[src/shared/modem_seq_pkg.sv]
// Purpose: Shared constants and types for the modem mode sequencer and its host end
// Assumes: 125 MHz clock; command bytes arrive as single-cycle strobes
// Notes:   Long timings are module parameters so simulation can shorten them
package modem_seq_pkg;

  localparam int unsigned CLK_HZ = 125_000_000;

  // Command codes
  localparam logic [7:0] CMD_SYS_RESET  = 8'h01;
  localparam logic [7:0] CMD_OFF_MODE   = 8'h05;
  localparam logic [7:0] CMD_WRITE_TX   = 8'h07;
  localparam logic [7:0] CMD_GET_STATUS = 8'h0A;
  localparam logic [7:0] CMD_SEND       = 8'h0D;
  localparam logic [7:0] CMD_SEND_RECV  = 8'h0E;
  localparam logic [7:0] CMD_KEY_READ   = 8'h0F;
  localparam logic [7:0] CMD_READ_RX    = 8'h10;
  localparam logic [7:0] CMD_IDENT_READ = 8'h12;

  // Buffer sizes in bytes
  localparam int unsigned TX_BYTES  = 12;
  localparam int unsigned RX_BYTES  = 8;
  localparam int unsigned KEY_BYTES = 16;
  localparam int unsigned ID_BYTES  = 4;

  // Status error code reported after a downlink
  localparam logic [3:0] ERR_NONE    = 4'h0;
  localparam logic [3:0] ERR_NO_DATA = 4'h1;

  // Timings, in their own units
  localparam longint unsigned PIN_MIN_US     = 10;
  localparam longint unsigned INIT_EU_MS     = 10;
  localparam longint unsigned INIT_US_MS     = 30;
  localparam longint unsigned TX_EU_MS       = 7_500;
  localparam longint unsigned TX_US_MS       = 2_500;
  localparam longint unsigned RX_WAIT_S      = 20;
  localparam longint unsigned RX_WINDOW_S    = 30;
  localparam longint unsigned FIRST_EXTRA_MS = 5;

  // Cycle counts
  localparam longint unsigned PIN_MIN_CYC     = (PIN_MIN_US * CLK_HZ + 999_999) / 1_000_000;
  localparam longint unsigned INIT_EU_CYC     = INIT_EU_MS * CLK_HZ / 1_000;
  localparam longint unsigned INIT_US_CYC     = INIT_US_MS * CLK_HZ / 1_000;
  localparam longint unsigned TX_EU_CYC       = TX_EU_MS * CLK_HZ / 1_000;
  localparam longint unsigned TX_US_CYC       = TX_US_MS * CLK_HZ / 1_000;
  localparam longint unsigned RX_WAIT_CYC     = RX_WAIT_S * CLK_HZ;
  localparam longint unsigned RX_WINDOW_CYC   = RX_WINDOW_S * CLK_HZ;
  localparam longint unsigned FIRST_EXTRA_CYC = FIRST_EXTRA_MS * CLK_HZ / 1_000;

  localparam int unsigned CNT_W = 34;
  typedef logic [CNT_W-1:0] cnt_t;

  typedef enum logic [2:0] {
    MODE_OFF,
    MODE_RESET,
    MODE_INIT,
    MODE_IDLE,
    MODE_TX,
    MODE_RX_WAIT,
    MODE_RX
  } mode_t;

endpackage

[src/shared/modem_link_if.sv]
// Purpose: Link between host and modem: wake and reset pins, command strobes, event line
// Assumes: Both ends on one clock; pins are plain levels here
// Notes:   Read data is returned byte by byte on rsp_valid
`timescale 1ns/1ps
interface modem_link_if;
  logic       wake_pin_high;
  logic [5:0] wake_pin_group_low;
  logic       ext_hold_reset_low;
  logic       cmd_valid;
  logic [7:0] cmd_code;
  logic [7:0] cmd_data;
  logic       cmd_last;
  logic       rsp_valid;
  logic [7:0] rsp_data;
  logic       event_line_low;

  modport device (
    input  wake_pin_high, wake_pin_group_low, ext_hold_reset_low, cmd_valid, cmd_code, cmd_data, cmd_last,
    output rsp_valid, rsp_data, event_line_low
  );
  modport host (
    output wake_pin_high, wake_pin_group_low, ext_hold_reset_low, cmd_valid, cmd_code, cmd_data, cmd_last,
    input  rsp_valid, rsp_data, event_line_low
  );
endinterface // modem_link_if

[src/logic/sync_2ff.sv]
// Purpose: Two-flop synchroniser for pin levels
// Assumes: Input is asynchronous to clk
// Notes:   First stage feeds only the second
`timescale 1ns/1ps
module sync_2ff #(
  parameter int unsigned W = 1,
  parameter logic [W-1:0] RST_VAL = '0
) (
  // Clock and reset
  input  wire logic         clk,
  input  wire logic         sys_rst,
  // Data
  input  wire logic [W-1:0] async_in,
  output logic      [W-1:0] sync_out
);
  logic [W-1:0] meta_q;

  always_ff @(posedge clk) begin
    if (sys_rst) begin
      meta_q   <= RST_VAL;
      sync_out <= RST_VAL;
    end else begin
      meta_q   <= async_in;
      sync_out <= meta_q;
    end
  end
endmodule // sync_2ff

[src/logic/modem_mode_sequencer.sv]
// Purpose: Device end: operating modes, power sequencing, event line, buffers
// Assumes: Commands arrive as one-cycle strobes; pins are asynchronous
// Notes:   Radio activity is modelled by timers only
// Summary of operation
// - Starts in off mode, ignores commands
// - Wake pin starts power-on, event then idle
// - Send frame transmits, events, returns idle
// - Status read releases the event line
// - Send/receive: uplink, wait 20 s, receive
// - Receive up to 30 s, then event
// - Error zero means 8-byte telegram readable
// - Off mode ignores reset pin and command
// - Wake triggers reset; host may hold reset
// - Host holds pins at least 10 us
// - Init done about 10/30 ms after release
// - Idle persists after wake pins drop
// - First power-up and send take longer
// - Host drops wake pins before off command
// - Host clears event before off command
// - Off refused while any wake pin active
// - Host loads up to 12 bytes first
// - Uplink event after 7-8 s EU, 2-3 s US
// - Send/receive event 50 s after uplink ends
// - Key and identifier readable by command
`timescale 1ns/1ps
module modem_mode_sequencer
  import modem_seq_pkg::*;
#(
  parameter cnt_t INIT_EU     = cnt_t'(INIT_EU_CYC),
  parameter cnt_t INIT_US     = cnt_t'(INIT_US_CYC),
  parameter cnt_t TX_EU       = cnt_t'(TX_EU_CYC),
  parameter cnt_t TX_US       = cnt_t'(TX_US_CYC),
  parameter cnt_t RX_WAIT     = cnt_t'(RX_WAIT_CYC),
  parameter cnt_t RX_WINDOW   = cnt_t'(RX_WINDOW_CYC),
  parameter cnt_t FIRST_EXTRA = cnt_t'(FIRST_EXTRA_CYC),
  parameter logic [31:0]  DEVICE_IDENT = 32'h0000_0001,   // Arbitrary value
  parameter logic [127:0] REG_KEY      = 128'h0001_0203_0405_0607_0809_0A0B_0C0D_0E0F // Arbitrary value
) (
  // Clock and reset
  input  wire logic       clk,
  input  wire logic       sys_rst,
  // Link
  modem_link_if.device    link,
  // Configuration and radio outcome
  input  wire logic       region_eu,
  input  wire logic       downlink_ok,
  input  wire logic [7:0] downlink_byte,
  // Status
  output logic [2:0]      mode,
  output logic [3:0]      err_code
);
  logic       wake_hi_s;
  logic [5:0] wake_lo_s;
  logic       rst_lo_s;

  sync_2ff #(.W(8), .RST_VAL(8'h7E)) u_sync (
    .clk      (clk),
    .sys_rst  (sys_rst),
    .async_in ({link.wake_pin_high, link.wake_pin_group_low, link.ext_hold_reset_low}),
    .sync_out ({wake_hi_s, wake_lo_s, rst_lo_s})
  );

  mode_t      mode_q, mode_d;
  cnt_t       cnt_q;
  logic       event_q;
  logic       first_init_q, first_send_q;
  logic [3:0] err_q;
  logic [7:0] tx_buf [TX_BYTES];
  logic [7:0] rx_buf [RX_BYTES];
  logic [3:0] tx_idx_q;
  logic [4:0] rd_idx_q;
  logic [7:0] rd_cmd_q;
  logic       rsp_valid_q;
  logic [7:0] rsp_data_q;

  wire wake_any   = wake_hi_s | ~(&wake_lo_s);
  wire cmd        = link.cmd_valid && mode_q != MODE_OFF && mode_q != MODE_RESET;
  wire is_cmd_status = cmd && link.cmd_code == CMD_GET_STATUS;
  wire is_cmd_reset  = cmd && link.cmd_code == CMD_SYS_RESET;
  wire is_cmd_off    = cmd && link.cmd_code == CMD_OFF_MODE;
  wire idle       = mode_q == MODE_IDLE;
  wire go_send    = idle && cmd && link.cmd_code == CMD_SEND;
  wire go_sendrx  = idle && cmd && link.cmd_code == CMD_SEND_RECV;
  wire cnt_done   = cnt_q == '0;
  wire [7:0] rd_len = rd_cmd_q == CMD_READ_RX ? 8'(RX_BYTES) :
                      rd_cmd_q == CMD_KEY_READ ? 8'(KEY_BYTES) : 8'(ID_BYTES);
  wire rd_start   = idle && cmd && link.cmd_code inside {CMD_READ_RX, CMD_KEY_READ, CMD_IDENT_READ};

  function automatic cnt_t with_extra(input cnt_t base, input logic first);
    with_extra = first ? cnt_t'(base + FIRST_EXTRA) : base;
  endfunction

  // Done of a timed phase that ends with an event
  // Uplink of a send/receive raises no event; only the receive end does
  wire phase_end = cnt_done && (mode_q == MODE_INIT || mode_q == MODE_RX ||
                                (mode_q == MODE_TX && rd_cmd_q != CMD_SEND_RECV));

  always_comb begin
    mode_d = mode_q;
    unique case (mode_q)
      MODE_OFF:     if (wake_any) mode_d = MODE_RESET;
      MODE_RESET:   if (rst_lo_s) mode_d = MODE_INIT;
      MODE_INIT:    if (cnt_done) mode_d = MODE_IDLE;
      MODE_IDLE: begin
        if (go_send || go_sendrx) mode_d = MODE_TX;
        else if (is_cmd_off && !wake_any) mode_d = MODE_OFF;
      end
      MODE_TX:      if (cnt_done) mode_d = rd_cmd_q == CMD_SEND_RECV ? MODE_RX_WAIT : MODE_IDLE;
      MODE_RX_WAIT: if (cnt_done) mode_d = MODE_RX;
      MODE_RX:      if (cnt_done) mode_d = MODE_IDLE;
      default:      mode_d = MODE_OFF;
    endcase
    // System reset command and pin restart init, except in off mode
    if (is_cmd_reset || (!rst_lo_s && mode_q != MODE_OFF)) mode_d = MODE_RESET;
  end

  wire [7:0] rd_byte = rd_cmd_q == CMD_READ_RX ? rx_buf[rd_idx_q[2:0]] :
                       rd_cmd_q == CMD_KEY_READ ? REG_KEY[8'(rd_idx_q) * 8 +: 8] :
                       DEVICE_IDENT[8'(rd_idx_q[1:0]) * 8 +: 8];

  // Mode and phase timer
  always_ff @(posedge clk) begin
    if (sys_rst) begin
      mode_q       <= MODE_OFF;
      cnt_q        <= '0;
      first_init_q <= 1'b1;
      first_send_q <= 1'b1;
    end else begin
      mode_q <= mode_d;
      if (mode_d != mode_q) begin
        unique case (mode_d)
          MODE_INIT:    cnt_q <= with_extra(region_eu ? INIT_EU : INIT_US, first_init_q);
          MODE_TX:      cnt_q <= with_extra(region_eu ? TX_EU : TX_US, first_send_q);
          MODE_RX_WAIT: cnt_q <= RX_WAIT;
          MODE_RX:      cnt_q <= RX_WINDOW;
          default:      cnt_q <= '0;
        endcase
      end else if (!cnt_done) begin
        cnt_q <= cnt_q - 1'b1;
      end
      if (mode_q == MODE_INIT && cnt_done) first_init_q <= 1'b0;
      if (go_send || go_sendrx) first_send_q <= 1'b0;
    end
  end

  // Event flag and downlink outcome; set wins over a same-cycle clear
  always_ff @(posedge clk) begin
    if (sys_rst) begin
      event_q <= 1'b0;
      err_q   <= ERR_NONE;
    end else begin
      if (phase_end) event_q <= 1'b1;
      else if (is_cmd_status || mode_d == MODE_OFF || mode_d == MODE_RESET) event_q <= 1'b0;
      if (mode_q == MODE_RX && cnt_done) begin
        err_q <= downlink_ok ? ERR_NONE : ERR_NO_DATA;
      end
    end
  end

  // Transmit buffer load, limited to its size
  always_ff @(posedge clk) begin
    if (sys_rst) begin
      tx_idx_q <= '0;
    end else if (idle && cmd && link.cmd_code == CMD_WRITE_TX) begin
      if (tx_idx_q < 4'(TX_BYTES)) begin
        tx_buf[tx_idx_q] <= link.cmd_data;
        tx_idx_q         <= tx_idx_q + 1'b1;
      end
      if (link.cmd_last) tx_idx_q <= '0;
    end
  end

  // Receive capture and read responses share one index
  always_ff @(posedge clk) begin
    if (sys_rst) begin
      rd_idx_q    <= '0;
      rd_cmd_q    <= 8'h00;
      rsp_valid_q <= 1'b0;
      rsp_data_q  <= 8'h00;
    end else begin
      if (go_send || go_sendrx) rd_cmd_q <= link.cmd_code;
      if (mode_q == MODE_RX && downlink_ok && rd_idx_q < 5'(RX_BYTES)) begin
        rx_buf[rd_idx_q[2:0]] <= downlink_byte;
        rd_idx_q              <= rd_idx_q + 1'b1;
      end else if (mode_d == MODE_RX && mode_q != MODE_RX) begin
        rd_idx_q <= '0;
      end
      // One byte per cycle
      rsp_valid_q <= 1'b0;
      if (rd_start) begin
        rd_cmd_q    <= link.cmd_code;
        rd_idx_q    <= '0;
        rsp_valid_q <= 1'b0;
      end else if (idle && rd_cmd_q inside {CMD_READ_RX, CMD_KEY_READ, CMD_IDENT_READ}
                   && 8'(rd_idx_q) < rd_len) begin
        rsp_valid_q <= 1'b1;
        rsp_data_q  <= rd_byte;
        rd_idx_q    <= rd_idx_q + 1'b1;
      end
    end
  end

  assign link.rsp_valid      = rsp_valid_q;
  assign link.rsp_data       = rsp_data_q;
  assign link.event_line_low = ~event_q;
  assign mode                = mode_q;
  assign err_code            = err_q;
endmodule // modem_mode_sequencer

[src/flat_wrapper.sv]
// flat-port wrapper written by rule: the top's interface ports become plain ports
module modem_mode_sequencer_flat import modem_seq_pkg::*;
#(
  parameter cnt_t INIT_EU     = cnt_t'(INIT_EU_CYC),
  parameter cnt_t INIT_US     = cnt_t'(INIT_US_CYC),
  parameter cnt_t TX_EU       = cnt_t'(TX_EU_CYC),
  parameter cnt_t TX_US       = cnt_t'(TX_US_CYC),
  parameter cnt_t RX_WAIT     = cnt_t'(RX_WAIT_CYC),
  parameter cnt_t RX_WINDOW   = cnt_t'(RX_WINDOW_CYC),
  parameter cnt_t FIRST_EXTRA = cnt_t'(FIRST_EXTRA_CYC),
  parameter logic [31:0]  DEVICE_IDENT = 32'h0000_0001,                     
  parameter logic [127:0] REG_KEY      = 128'h0001_0203_0405_0607_0809_0A0B_0C0D_0E0F                   
)
  (clk, sys_rst, region_eu, downlink_ok, downlink_byte, mode, err_code, link_wake_pin_high, link_wake_pin_group_low, link_ext_hold_reset_low, link_cmd_valid, link_cmd_code, link_cmd_data, link_cmd_last, link_rsp_valid, link_rsp_data, link_event_line_low);
  modem_link_if link_i ();
  input  wire logic clk;
  input  wire logic sys_rst;
  input  wire logic region_eu;
  input  wire logic downlink_ok;
  input  wire logic [7:0] downlink_byte;
  output logic [2:0] mode;
  output logic [3:0] err_code;
  input wire logic [$bits(link_i.wake_pin_high)-1:0] link_wake_pin_high;
  input wire logic [$bits(link_i.wake_pin_group_low)-1:0] link_wake_pin_group_low;
  input wire logic [$bits(link_i.ext_hold_reset_low)-1:0] link_ext_hold_reset_low;
  input wire logic [$bits(link_i.cmd_valid)-1:0] link_cmd_valid;
  input wire logic [$bits(link_i.cmd_code)-1:0] link_cmd_code;
  input wire logic [$bits(link_i.cmd_data)-1:0] link_cmd_data;
  input wire logic [$bits(link_i.cmd_last)-1:0] link_cmd_last;
  output wire logic [$bits(link_i.rsp_valid)-1:0] link_rsp_valid;
  output wire logic [$bits(link_i.rsp_data)-1:0] link_rsp_data;
  output wire logic [$bits(link_i.event_line_low)-1:0] link_event_line_low;
  assign link_i.wake_pin_high = link_wake_pin_high;
  assign link_i.wake_pin_group_low = link_wake_pin_group_low;
  assign link_i.ext_hold_reset_low = link_ext_hold_reset_low;
  assign link_i.cmd_valid = link_cmd_valid;
  assign link_i.cmd_code = link_cmd_code;
  assign link_i.cmd_data = link_cmd_data;
  assign link_i.cmd_last = link_cmd_last;
  assign link_rsp_valid = link_i.rsp_valid;
  assign link_rsp_data = link_i.rsp_data;
  assign link_event_line_low = link_i.event_line_low;
  modem_mode_sequencer #(.INIT_EU(INIT_EU), .INIT_US(INIT_US), .TX_EU(TX_EU), .TX_US(TX_US), .RX_WAIT(RX_WAIT), .RX_WINDOW(RX_WINDOW), .FIRST_EXTRA(FIRST_EXTRA), .DEVICE_IDENT(DEVICE_IDENT), .REG_KEY(REG_KEY)) u_core (.clk(clk), .sys_rst(sys_rst), .link(link_i), .region_eu(region_eu), .downlink_ok(downlink_ok), .downlink_byte(downlink_byte), .mode(mode), .err_code(err_code));
endmodule
[config.mk]
export PLATFORM = sky130hd
export DESIGN_NAME = modem_mode_sequencer_flat
export DESIGN_NICKNAME = d
export VERILOG_FILES = /design/src/shared/modem_seq_pkg.sv /design/src/shared/modem_link_if.sv /design/src/logic/sync_2ff.sv /design/src/logic/modem_mode_sequencer.sv /design/src/flat_wrapper.sv
export SDC_FILE = /design/constraint.sdc
export NUM_CORES = 1
export LEC_CHECK = 0
export BUFFER_PORTS_ARGS = -buffer_cell sky130_fd_sc_hd__clkbuf_2
export CORE_AREA = 2 2 96 121
export CTS_CLUSTER_SIZE = 16
export DETAILED_ROUTE_END_ITERATION = 6
export DIE_AREA = 0 0 98 123
export GPL_ROUTABILITY_DRIVEN = 0
export HOLD_SLACK_MARGIN = 0.03
export PLACE_DENSITY = 0.95
export SKIP_LAST_GASP = 1
export SLEW_MARGIN = 10
export SYNTH_ARGS = -nofsm -noshare
export SYNTH_HDL_FRONTEND = slang
export SYNTH_SLANG_ARGS = --single-unit
[constraint.sdc]
create_clock -name clk -period 8 [get_ports clk]
set_clock_uncertainty 0.1 [all_clocks]
set_input_delay 0.8 -clock clk [delete_from_list [all_inputs] [get_ports clk]]
set_output_delay 0.8 -clock clk [all_outputs]
set_load 0.05 [all_outputs]
======== After elaboration in Yosys (flattened, before gate mapping) ========
Memories as Yosys holds them, arrays and structs flattened. A register that Yosys moved wholly into a read port is not among the register bits.
Cells that the tools add are included.
operators by class
  reduce and logical (&&, ||, !) cells .... 41
  multiplexer cells ....................... 35
  multipliers ............................. 0
  shifts and indexed selects .............. 2
  add/subtract/negate cells ............... 4
  bitwise logic cells ..................... 4
  div/mod/pow operators ................... 0
  equal/unequal tests ..................... 28
  magnitude comparators ................... 2
operator list
  operator                    number
  $mux W34                    4
  $pmux W34 S4                1
  $shiftx A128 B9 Y8 const A  1
  $add A34 B20 Y34 const B    2
  $eq A8 B4 Y1 const B        6
  $mux W8                     5
  $logic_not A34 Y1           1
  $sub A34 B1 Y34 const B     1
  $mux W3                     11
  $eq A8 B5 Y1 const B        4
  $shiftx A32 B6 Y8 const A   1
  $mux W30                    1
  $mux W22                    1
  $logic_and A1 B1 Y1         20
  $mux W5                     4
  $eq A3 B3 Y1 const B        6
  $pmux W3 S6                 1
  $reduce_bool A3 Y1          4
  $eq A3 B2 Y1 const B        3
  $eq A8 B1 Y1 const B        1
  $eq A8 B3 Y1 const B        1
  $lt A5 B8 Y1                1
  $ne A8 B4 Y1 const B        1
  $mux W1                     7
  16 further kinds            28
storage, ports and cells
  latch bits .............................. 0
  word-level logic and storage cells ...... 129
  output and inout port bits .............. 17
  memories ................................ 1
  memory bits (read-only) ................. 0
  bits in writable memories ............... 64
  register bits ........................... 82
memories
  memory         depth  bits a word  read ports  clocked after Yosys merged registers in  write ports  line                        text
  u_core.rx_buf  8      8            1           1                                        1            modem_mode_sequencer.sv:69  logic [7:0] rx_buf [RX_BYTES];

======== Depth between registers and ports, before layout ========
Gate-level depths: netlist (run 1).
  word-level depth ........................ 16
  mapped depth ............................ 13

======== Modules after synthesis ========
A second synthesis (run 1) with hierarchy kept.
unflattened totals
  cells, all modules ...................... 654
  area, all modules ....................... 7023.0 um2
modules (own cells, without submodules)
  module                area each (um2)  times used  cells each
  modem_mode_sequencer  6581.3           1           621
  sync_2ff              441.7            1           33

======== Worst setup path before layout (run 1) ========
No wires, ideal clock.
  path type ............................... in2reg
  start ................................... in link_cmd_code[5]
  end ..................................... reg u_core.cnt_q[10]
  arrival ................................. 3.433 ns
  setup time .............................. 0.079 ns
  path buffers ............................ 0
  path slack .............................. 4.388 ns
  stages on the path ...................... 8
  cell sequence ........................... nor4b_1 -> nand4b_1 -> o211ai_1 -> o211ai_1 -> nor4_1 -> nand2b_1 -> mux2_4 -> a211oi_2
on the way
  cells in the longest elaborated chain, start to end .. 10
  elaborated cells between the ends (all ways) .. 23
  those cells by class .................... eq/ne (10); mux (6); reduce/logical (7)
RTL lines
  element                                              line                         text
  start: declaration                                   flat_wrapper.sv:27           input wire logic [$bits(link_i.cmd_code)-1:0] link_cmd_code;
  $eq A8 B3 Y1                                         modem_mode_sequencer.sv:80   wire is_cmd_off = cmd && link.cmd_code == CMD_OFF_MODE;
  $logic_and A1 B1 Y1                                  modem_mode_sequencer.sv:80
  $logic_and A1 B1 Y1                                  modem_mode_sequencer.sv:106  else if (is_cmd_off && !wake_any) mode_d = MODE_OFF;
  $mux W3                                              modem_mode_sequencer.sv:106
  $mux W3                                              modem_mode_sequencer.sv:105  if (go_send || go_sendrx) mode_d = MODE_TX;
  $pmux W3 S6                                          modem_mode_sequencer.sv:100  unique case (mode_q)
  $mux W3 *                                            modem_mode_sequencer.sv:114  if (is_cmd_reset || (!rst_lo_s && mode_q != MODE_OFF)) mode_d = MODE_RESET;
  $eq A3 B3 Y1 / $eq A3 B2 Y1 (equally long branches)  modem_mode_sequencer.sv:131  unique case (mode_d)
  $pmux W34 S4                                         modem_mode_sequencer.sv:131
  $mux W34                                             modem_mode_sequencer.sv:130  if (mode_d != mode_q) begin
  end signal: assignment                               modem_mode_sequencer.sv:132  MODE_INIT: cnt_q <= with_extra(region_eu ? INIT_EU : INIT_US, first_init_q);
  end signal: assignment                               modem_mode_sequencer.sv:133  MODE_TX: cnt_q <= with_extra(region_eu ? TX_EU : TX_US, first_send_q);
  end signal: assignment                               modem_mode_sequencer.sv:139  cnt_q <= cnt_q - 1'b1;
  end: declaration                                     modem_mode_sequencer.sv:64   cnt_t cnt_q;
Every way passes the cells marked *; elsewhere a longest branch is shown, timed or not.
A chain may end at the register's enable or synchronous reset.

======== Worst setup path in the final report (run 1) ========
  start ................................... in link_cmd_code[5]
  end ..................................... reg u_core.cnt_q[19]
The elaborated chain is that of the path after synthesis.

==> flow_metrics.env, run 1 <==
export IMPL_detailroute_via_count=5535
export IMPL_finalHoldViolCount=0
export IMPL_synth_avg_cell_area_um2=10.5
export IMPL_post_route_min_period_ns=4.34
export IMPL_critPathSlowestCell="a21o_1"
export IMPL_fmax_mhz=231
export IMPL_drtAntennaViolNets=0
export IMPL_final_nets=751
export IMPL_cts_htree_levels=4
export IMPL_ys_warnings_count=0
export IMPL_first_global_vias=5449
export IMPL_tritoncts_num_buffers=17
export IMPL_synth_yosys_seq_area_share_pct=51.3
export IMPL_synthDistinctLibCells=65
export IMPL_cts_resized=0
export IMPL_post_synth_xor_area_fraction_pct=3.91
export IMPL_tritoncts="yes"
export IMPL_synth_cells=663
export IMPL_compound_gate_portion_of_the_synthesized_area_pct=11.2
export IMPL_main_flop_type_after_synthesis="dfxtp_1"
export IMPL_report_final_slew_viol_count=0
export IMPL_pin_count_of_the_biggest_net_entering_global_routing=55
export IMPL_most_common_layout_cells="dfxtp_1 (82), nor2_1 (66), edfxtp_1 (64), nand2_1 (56), a21oi_1 (44)"
export IMPL_whs_ns=0.309
export IMPL_die_height_um=123
export IMPL_cts_sink_count=146
export IMPL_power_leakage_nw=2.83
export IMPL_cp_common_cell="o211ai_1"
export IMPL_dpl_hpwl_mm=11.2
export IMPL_power_switching_fraction_pct=37.7
export IMPL_drt_iter0_markers=458
export IMPL_std_cell_rows=43
export IMPL_clock_pin_transition_on_the_worst_setup_and_hold_timing_paths_ns=0.06
export IMPL_share_of_synthesized_area_spent_on_multiplexers_pct=7.13
export IMPL_maxCapViolations=0
export IMPL_worst_setup_path_start_kind="input port"
export IMPL_numPortBuffers=42
export IMPL_vdd_drop_max_mv=0.211
export IMPL_max_stage_delay_ns=0.61
export IMPL_routed_via_density=6.54
export IMPL_drt_total_wl_mm=16.7
export IMPL_power_frac_clock_pct=28.0
export IMPL_criticalPathCategory="in2reg"
export IMPL_layout_cells_most_common="dfxtp_1"
export IMPL_post_synth_top_area_cell="edfxtp_1"
export IMPL_cts_setup_buffers=0
export IMPL_slew_headroom_pct=12.9
export IMPL_internal_power_mw=1.64
export IMPL_placed_cells_incl_taps=814
export IMPL_crit_share_post_route_pct=54.2
export IMPL_netlist_area_before_placement_mm2=0.00695
export IMPL_setup_tns_ns=0
export IMPL_antenna_cells=0
export IMPL_worst_endpoint_arrival_ns=4.51
export IMPL_rsz_0062_raised_after_global_routing="no"
export IMPL_fp_coreArea_mm2=0.0109
export IMPL_drtPass1Iterations=7
export IMPL_synthArstFlopShare_pct=0
export IMPL_synth_enable_flop_cells=64
export IMPL_required_ns=8.17
export IMPL_status="finished, violations left"
export IMPL_remaining_global_route_overflow=0
export IMPL_worst_setup_path_end_kind="register"
export IMPL_floorplan_initialDensity_pct=63.6
export IMPL_top_level_ports=55
export IMPL_power_density_mw_per_mm2=340
export IMPL_p_comb_share_pct=36.0
export IMPL_areaGrowthSynthToFinish_pct=11.6
export IMPL_drcViolationCount=16
export IMPL_clk_root_buffer_cell="clkbuf_16"
export IMPL_finished_core_util_pct=71.1
export IMPL_synth_adder_area_share_pct=2.70
export IMPL_finalSetupViolations=0
export IMPL_die_area_mm2=0.0121
export IMPL_drive_gt1_share_pct=18.0
export IMPL_cts_hold_fix_buffers=0
export IMPL_top_fanout_value_on_the_critical_path=23
export IMPL_initial_antenna_violation_count=1
export IMPL_worstHoldPathType="reg2reg"
export IMPL_clk_path_buf_depth=2
export IMPL_clk_insertion_delay_late_ns=0.42
export IMPL_failing_checks="design-rule violations"
export IMPL_synth_top_cells_by_area="edfxtp_1 (28%), dfxtp_1 (24%), mux4_2 (5.2%), nor2_1 (3.6%), a21oi_1 (3.2%)"
export IMPL_synth_top_family_by_area="simple AND/OR/NAND/NOR gates"
export IMPL_detail_route_wl_per_cell_um=19.7
export IMPL_fillCellCount=700
export IMPL_wire_length_of_the_first_global_routing_pass_mm=27.0
export IMPL_postSynthRegisterBits=146
export IMPL_timing_worst_slew_pin_value_ns=1.30
export IMPL_power_switching_mw=0.993
export IMPL_synth_simple_gate_area_share_pct=20.5
export IMPL_finalNonFillerCells=846
export IMPL_floorplan_die_width_um=98
export IMPL_share_seq_of_total_power_pct=36.0
export IMPL_grt_use_total_pct=28.6
export IMPL_synth_top_area_share_pct=27.7
export IMPL_crit_chain="clkbuf_2, nor4b_1, nand4b_1, o211ai_1, o211ai_1, o21bai_1, and3_1, buf_4, a21o_1, a21oi_1"
[area by class of cell]
cell class	instances	area, um^2	area share (%)
sequential	146	3560	45.9
multi-input combinational	469	3170	40.8
clock buffer	18	429	5.53
timing repair buffer	47	248	3.19
tap	135	169	2.18
clock inverter	14	118	1.52
inverter	17	63.8	0.822
[critical path, delay by kind of cell]
kind | cells | cell delay [ns]
compound gates | 5 | 1.85
simple gates | 3 | 1.41
buf+inv | 2 | 0.43
[metal layers]
metal  up-vias  GRT usage, %  share of wire [%]
met1      2652          32.9                 37
li1       2503             -                  -
met2       300          50.9                 51
met5         -             0              0.042
met3        78          5.65                7.0
met4         2          14.9                4.3
[cell usage after synthesis (16+ instances only)]
cell,instances
or2_2,20
a21oi_1,44
xor2_1,18
nor2_1,66
dfxtp_1,82
nand3_1,16
edfxtp_1,64
o21ai_0,16
clkbuf_1,20
mux4_2,16
nand2_1,56
inv_1,17
nor3_1,32
[stage by stage]
stage          cell area, um^2  total power [mW]  setup WS (ns)
2_1_floorplan             6960              1.70           4.39
3_3_place_gp              7210              1.84           3.51
3_5_place_dp              7210              1.89           3.34
4_1_cts                   7760              2.62           3.81
5_1_grt                   7760              2.78           3.35
6_report                  7760              2.64           3.66
[logic make-up after synthesis]
family	count (synthesis)
multiplexers	29
other	1
AO/OA/AOI/OAI	115
buffers and inverters	50
adder cells (fa/ha/maj)	15
AND/OR/NAND/NOR	276
flip-flops	146
XOR/XNOR	31
[sequential cells by signal, indices dropped and copies added, names as in the netlist, 3 cells and up, named ones only]
signal	flops
u_core.cnt_q	34
u_core.link.rsp_data	8
u_core.mode	3
u_core.rd_cmd_q	8
u_core.rd_idx_q	5
u_core.rx_buf	64
u_core.u_sync.meta_q	8
u_core.u_sync.sync_out	8
[worst paths after layout]
kind	start	to	slack, ns	cells past startpoint
worst max-delay path	link_cmd_code[5]	u_core.cnt_q[19]	3.66	10
worst min-delay path	u_core.u_sync.meta_q[1]	u_core.u_sync.sync_out[1]	0.31	1
worst max register to register	u_core.cnt_q[8]	u_core.cnt_q[14]	3.74	8
worst min register to register	u_core.u_sync.meta_q[1]	u_core.u_sync.sync_out[1]	0.31	1
[power groups by stage]
stage / combinational (mW) / clock, mW / sequential, mW
finish: 0.949 / 0.737 / 0.949
global route: 1.05 / 0.768 / 0.961
CTS: 0.934 / 0.742 / 0.946
detailed placement: 0.924 / 0 / 0.961
global placement: 0.891 / 0 / 0.951
floorplan: 0.760 / 0 / 0.939
(Power assumes the default switching activity.)
==> run 2, diff against run 1 <==
--- a/config.mk
+++ b/config.mk
@@ -6,13 +6,13 @@
 export NUM_CORES = 1
 export LEC_CHECK = 0
 export BUFFER_PORTS_ARGS = -buffer_cell sky130_fd_sc_hd__clkbuf_2
-export CORE_AREA = 2 2 96 121
+export CORE_AREA = 2 2 105 132
 export CTS_CLUSTER_SIZE = 16
 export DETAILED_ROUTE_END_ITERATION = 6
-export DIE_AREA = 0 0 98 123
+export DIE_AREA = 0 0 107 134
 export GPL_ROUTABILITY_DRIVEN = 0
 export HOLD_SLACK_MARGIN = 0.03
-export PLACE_DENSITY = 0.95
+export PLACE_DENSITY = 0.87
 export SKIP_LAST_GASP = 1
 export SLEW_MARGIN = 10
 export SYNTH_ARGS = -nofsm -noshare
==> constraint.sdc (replaced) <==
create_clock -name clk -period 3.7 [get_ports clk]
set_clock_uncertainty 0.1 [all_clocks]
set_input_delay 0.37 -clock clk [delete_from_list [all_inputs] [get_ports clk]]
set_output_delay 0.37 -clock clk [all_outputs]
set_load 0.05 [all_outputs]
==> run 2 against run 1 <==
The flow now finishes without violations. Sequential cell count unchanged. Non-clock buffer count increased by 35. Routed wire length is 0.16% lower.
==> flow_metrics.env, run 2 (same netlist as run 1, synthesis figures left out) <==
export IMPL_status="completed"
export IMPL_tritoncts="yes"
export IMPL_fp_coreArea_mm2=0.0131
export IMPL_worst_endpoint_arrival_ns=3.83
export IMPL_first_global_vias=5562
export IMPL_rsz_0062_raised_after_global_routing="no"
export IMPL_slew_headroom_pct=40.7
export IMPL_fillCellCount=975
export IMPL_top_level_ports=55
export IMPL_area_sequential_mm2=0.00356
export IMPL_most_common_layout_cells="dfxtp_1 (82), nor2_1 (66), edfxtp_1 (64), nand2_1 (56), a21oi_1 (44)"
export IMPL_routed_via_density=5.96
export IMPL_clk_root_buffer_cell="clkbuf_16"
export IMPL_drtPass1Iterations=5
export IMPL_numPortBuffers=42
export IMPL_finalSetupViolations=0
export IMPL_worstHoldPathType="in2reg"
export IMPL_power_density_mw_per_mm2=736
export IMPL_drtAntennaViolNets=0
export IMPL_report_final_slew_viol_count=0
export IMPL_floorplan_die_width_um=107
export IMPL_post_route_min_period_ns=3.58
export IMPL_finalHoldViolCount=0
export IMPL_maxCapViolations=0
export IMPL_die_height_um=134
export IMPL_pin_count_of_the_biggest_net_entering_global_routing=54
export IMPL_drt_iter0_markers=364
export IMPL_std_cell_rows=47
export IMPL_wire_length_of_the_first_global_routing_pass_mm=27.0
export IMPL_final_nets=786
export IMPL_areaGrowthSynthToFinish_pct=17.2
export IMPL_top_fanout_value_on_the_critical_path=20
export IMPL_drcViolationCount=0
export IMPL_dpl_hpwl_mm=11.1
export IMPL_cts_sink_count=146
export IMPL_floorplan_initialDensity_pct=53.0
export IMPL_required_ns=3.95
export IMPL_post_route_cell_area_mm2=0.00815
export IMPL_vdd_drop_max_mv=0.535
export IMPL_drive_gt1_share_pct=21.6
export IMPL_fmax_mhz=280
export IMPL_criticalPathCategory="reg2reg"
export IMPL_dpl_instance_area_mm2=0.00745
export IMPL_worst_setup_path_end_kind="register"
export IMPL_clk_insertion_delay_late_ns=0.43
export IMPL_antenna_cells=0
export IMPL_grt_use_total_pct=24.5
export IMPL_detail_route_wl_per_cell_um=18.2
export IMPL_cts_htree_levels=4
export IMPL_die_area_mm2=0.0143
export IMPL_power_leakage_nw=3.03
export IMPL_drt_total_wl_mm=16.7
export IMPL_layout_cells_most_common="dfxtp_1"
export IMPL_remaining_global_route_overflow=0
export IMPL_tritoncts_num_buffers=17
export IMPL_clock_pin_transition_on_the_worst_setup_and_hold_timing_paths_ns=0.07
export IMPL_crit_share_post_route_pct=96.7
export IMPL_worst_setup_path_start_kind="register"
export IMPL_finalNonFillerCells=917
export IMPL_initial_antenna_violation_count=0
export IMPL_placed_cells_incl_taps=876
export IMPL_timing_worst_slew_pin_value_ns=0.886
export IMPL_detailroute_via_count=5467
export IMPL_whs_ns=0.0528
export IMPL_clk_path_buf_depth=2
export IMPL_area_used_by_multi_input_combinational_logic_mm2=0.00318
export IMPL_largest_register_ff_count=64
## run 2: metrics by stage
| stage | total power, mW | util, % | worst slack [ns] | TNS, ns |
|---|---|---|---|---|
| 3_5_place_dp | 4.25 | 56.8 | -0.129 | -0.658 |
| 5_1_grt | 6.35 | 62.1 | 0.00493 | 0 |
| 6_report | 6.00 | 62.1 | 0.123 | 0 |
| 4_1_cts | 5.98 | 61.9 | 0.0585 | 0 |
| 3_3_place_gp | 4.15 | 56.8 | 0.0409 | 0 |
| 2_1_floorplan | 3.67 | - | 0.295 | 0 |
## run 2: layout make-up
type | count | area share [%]
Clock buffer | 17 | 5.22
Clock inverter | 15 | 2.13
Inverter | 17 | 0.783
Multi-Input combinational cell | 469 | 39.1
Sequential cell | 146 | 43.7
Tap cell | 171 | 2.63
Timing Repair Buffer | 82 | 6.45
## run 2: layer usage
| layer | GRT usage, % | vias up | routed length, um |
|---|---|---|---|
| li1 | - | 2579 | - |
| met1 | 27.6 | 2589 | 6310 |
| met2 | 42.5 | 235 | 8700 |
| met3 | 5.69 | 64 | 939 |
| met4 | 13.7 | 0 | 696 |
| met5 | 0 | - | 0 |
## run 2: timing repair
action,CTS,global route
gates resized for setup,2,1
endpoints found under the hold margin,6,0
hold buffers,6,0
pin swaps,0,3
buffers inserted,0,3
setup endpoints to repair,7,22
## run 2: path summary, 6_finish.rpt
kind	start	to	cells past startpoint	slack (ns)
setup / recovery	u_core.cnt_q[23]	u_core.cnt_q[24]	10	0.12
hold / removal	link_wake_pin_high	u_core.u_sync.meta_q[7]	2	0.05
setup reg to reg	u_core.cnt_q[23]	u_core.cnt_q[24]	10	0.12
hold reg to reg	u_core.u_sync.meta_q[2]	u_core.u_sync.sync_out[2]	1	0.31
## run 2: where the power goes
| part | total [mW] | switching, mW | internal (mW) |
|---|---|---|---|
| clock | 1.72 | 0.799 | 0.916 |
| sequential | 2.04 | 0.191 | 1.85 |
| combinational | 2.24 | 1.27 | 0.968 |
## run 2: critical path, cell delays in order (launching register included)
cell and delay, ns:
dfxtp_1 0.35, or4_4 0.56, or4_1 0.44, buf_4 0.17, or4b_1 0.50, o211ai_1 0.24
buf_4 0.18, o21bai_1 0.12, and3_1 0.26, a21o_2 0.39, a21oi_1 0.19
==> run 3, diff against run 2 <==
--- a/config.mk
+++ b/config.mk
@@ -5,14 +5,15 @@
 export SDC_FILE = /design/constraint.sdc
 export NUM_CORES = 1
 export LEC_CHECK = 0
+export ABC_AREA = 1
 export BUFFER_PORTS_ARGS = -buffer_cell sky130_fd_sc_hd__clkbuf_2
-export CORE_AREA = 2 2 105 132
+export CORE_AREA = 2 2 106 133
 export CTS_CLUSTER_SIZE = 16
 export DETAILED_ROUTE_END_ITERATION = 6
-export DIE_AREA = 0 0 107 134
+export DIE_AREA = 0 0 108 135
 export GPL_ROUTABILITY_DRIVEN = 0
 export HOLD_SLACK_MARGIN = 0.03
-export PLACE_DENSITY = 0.87
+export PLACE_DENSITY = 0.86
 export SKIP_LAST_GASP = 1
 export SLEW_MARGIN = 10
 export SYNTH_ARGS = -nofsm -noshare
==> run 3 against run 2 <==
Non-clock buffer count is 15 lower. Synthesized cell count is 22% higher. Total power is 4.4% higher. Die area is 1.7% higher. Cell area is 0.77% lower. Utilization is 1.0 points lower. Clock power is 3% lower. Routed wire length is 3.4% lower. Critical path type unchanged. Highest routed layer unchanged.
==> flow_metrics.env, run 3 <==
export IMPL_worst_setup_path_start_kind="register"
export IMPL_cts_sink_count=146
export IMPL_drtPass1Iterations=5
export IMPL_top_level_ports=55
export IMPL_largest_register_ff_count=64
export IMPL_post_synth_most_frequent_cells="nand2_1 (147), nor2_1 (113), dfxtp_1 (82), inv_1 (65), edfxtp_1 (64)"
export IMPL_cts_resized=0
export IMPL_power_leakage_nw=3.36
export IMPL_drive_gt1_share_pct=15.4
export IMPL_ys_warnings_count=0
export IMPL_criticalPathCategory="reg2reg"
export IMPL_finalSetupViolations=0
export IMPL_vdd_drop_max_mv=0.466
export IMPL_die_area_mm2=0.0146
export IMPL_wire_length_of_the_first_global_routing_pass_mm=26.8
export IMPL_critPathSlowestCell="nand2_2"
export IMPL_synth_yosys_seq_area_share_pct=50.7
export IMPL_antenna_cells=0
export IMPL_synth_top_cells_by_area="edfxtp_1 (27%), dfxtp_1 (23%), nand2_1 (7.9%), nor2_1 (6.0%), nand3_1 (3.5%)"
export IMPL_cts_htree_levels=4
export IMPL_layout_cells_most_common="nand2_1"
export IMPL_post_synth_top_area_cell="edfxtp_1"
export IMPL_status="completed"
export IMPL_fp_coreArea_mm2=0.0132
export IMPL_worst_endpoint_arrival_ns=3.29
export IMPL_drt_iter0_markers=364
export IMPL_hold_path_startpoint="sys_rst"
export IMPL_floorplan_die_width_um=108
export IMPL_synth_avg_cell_area_um2=8.67
export IMPL_slew_headroom_pct=34.9
export IMPL_power_density_mw_per_mm2=775
export IMPL_clk_root_buffer_cell="clkbuf_16"
export IMPL_tritoncts_num_buffers=17
export IMPL_setup_tns_ns=0
export IMPL_first_global_vias=5792
export IMPL_drtAntennaViolNets=0
export IMPL_numPortBuffers=42
export IMPL_required_ns=3.89
export IMPL_report_final_slew_viol_count=0
export IMPL_clock_pin_transition_on_the_worst_setup_and_hold_timing_paths_ns=0.06
export IMPL_cp_common_cell="nand2_2"
export IMPL_main_flop_type_after_synthesis="dfxtp_1"
export IMPL_fmax_mhz=322
export IMPL_crit_chain="inv_1, ha_1, nand2_2, nor2_4, nand2_4, nor2_8, nand2_4, nand2_2, nand2_2, nand3_2, nand2_1, nand2_1, nand3_2, nor2_8, nand2_4, nand2_2, a21oi_1"
export IMPL_whs_ns=0.0903
export IMPL_cp_startpoint="u_core.cnt_q[0]"
export IMPL_dpl_hpwl_mm=11.0
export IMPL_detail_route_wl_per_cell_um=15.3
export IMPL_largest_delay_share_family_worst_path="simple AND/OR/NAND/NOR gates"
export IMPL_remaining_global_route_overflow=0
export IMPL_fillCellCount=1069
export IMPL_maxCapViolations=0
export IMPL_top_fanout_value_on_the_critical_path=21
export IMPL_final_nets=923
export IMPL_placed_cells_incl_taps=1014
export IMPL_worst_r2r_startpoint="u_core.cnt_q[0]"
export IMPL_grt_use_total_pct=23.8
export IMPL_std_cell_rows=47
export IMPL_drcViolationCount=0
export IMPL_max_stage_delay_ns=0.37
export IMPL_timing_worst_slew_pin_value_ns=0.975
export IMPL_synth_top_area_share_pct=27.3
export IMPL_postSynthRegisterBits=146
export IMPL_clk_path_buf_depth=2
export IMPL_synthDistinctLibCells=41
export IMPL_tritoncts="yes"
export IMPL_area_used_by_multi_input_combinational_logic_mm2=0.00305
export IMPL_areaGrowthSynthToFinish_pct=15.0
export IMPL_worst_setup_path_end_kind="register"
export IMPL_area_sequential_mm2=0.00356
export IMPL_most_common_layout_cells="nand2_1 (147), nor2_1 (113), dfxtp_1 (82), inv_1 (65), edfxtp_1 (64)"
export IMPL_floorplan_initialDensity_pct=53.1
export IMPL_critical_path_buf_inv_count=1
export IMPL_worstHoldPathType="in2reg"
export IMPL_die_height_um=135
export IMPL_rsz_0062_raised_after_global_routing="no"
export IMPL_synth_enable_flop_cells=64
export IMPL_initial_antenna_violation_count=0
export IMPL_pin_count_of_the_biggest_net_entering_global_routing=34
export IMPL_finalNonFillerCells=1053
export IMPL_finalHoldViolCount=0
export IMPL_clk_insertion_delay_late_ns=0.43
export IMPL_crit_share_post_route_pct=83.9
export IMPL_routed_via_density=5.51
export IMPL_yosysMostFrequentCell="nand2_1"
export IMPL_drt_total_wl_mm=16.1
export IMPL_detailroute_via_count=5807
export IMPL_synthArstFlopShare_pct=0
export IMPL_synth_cells=811
export IMPL_post_route_min_period_ns=3.10
export IMPL_netlist_area_before_placement_mm2=0.00703
## run 3: layer usage
layer / GRT usage, % / wire [um] / part of all wire, % / vias up
met5: 0 / 0 / 0 / -
met4: 13.7 / 655 / 4.1 / 0
met3: 5.55 / 832 / 5.2 / 62
met2: 42.6 / 8550 / 53 / 197
met1: 25.4 / 6060 / 38 / 2699
li1: - / - / - / 2849
## run 3: stage by stage
stage               total power, mW  worst slack, ns  area (um^2)  util, %
detailed placement             4.56            0.700         7430     56.2
global placement               4.51            0.782         7430     56.2
CTS                            6.25            0.650         8090     61.1
global route                   6.70            0.400         8090     61.1
finish                         6.26            0.595         8090     61.1
floorplan                      4.12            0.950         7040        -
## run 3: path summary, 6_finish.rpt
kind                                    end  slack, ns  cells past startpoint
setup / recovery            u_core.cnt_q[8]       0.60                     17
hold / removal    u_core.u_sync.sync_out[0]       0.09                      2
setup reg to reg            u_core.cnt_q[8]       0.60                     17
hold reg to reg   u_core.u_sync.sync_out[0]       0.30                      2
## run 3: kinds of logic after synthesis
group	after synthesis	share of synthesized area (%)
xor+xnor	27	3.36
simple gates	395	26.0
compound gates	111	9.10
mux	15	2.14
flops	146	50.7
fa+ha+maj	15	2.67
other cells	1	0.0534
buf+inv	101	6.02
## run 3: what timing repair did
item                      4_1_cts  5_1_grt
hold endpoints to repair        8        0
setup buffers                   0        0
hold buffers                    8        0
## run 3: power breakdown
part           leakage [nW]  switching [mW]  internal, mW
combinational          1.85            1.67         0.938
clock                 0.272           0.717         0.942
sequential             1.24           0.153          1.84
## run 3: final cells by class
cell class,instances,area share (%)
Clock buffer,17,5.26
Sequential cell,146,44.1
Tap cell,171,2.65
Clock inverter,14,1.80
Multi-Input combinational cell,566,37.7
Timing Repair Buffer,67,5.17
Inverter,72,3.34
## run 3: worst reg2reg max path, stage by stage, from the launching register on
cell	delay [ns]
dfxtp_1	0.31
inv_1	0.22
ha_1	0.28
nand2_2	0.12
nor2_4	0.18
nand2_4	0.11
nor2_8	0.20
nand2_4	0.12
nand2_2	0.10
nand2_2	0.07
nand3_2	0.08
nand2_1	0.06
nand2_1	0.13
nand3_2	0.16
nor2_8	0.13
nand2_4	0.10
nand2_2	0.37
a21oi_1	0.12
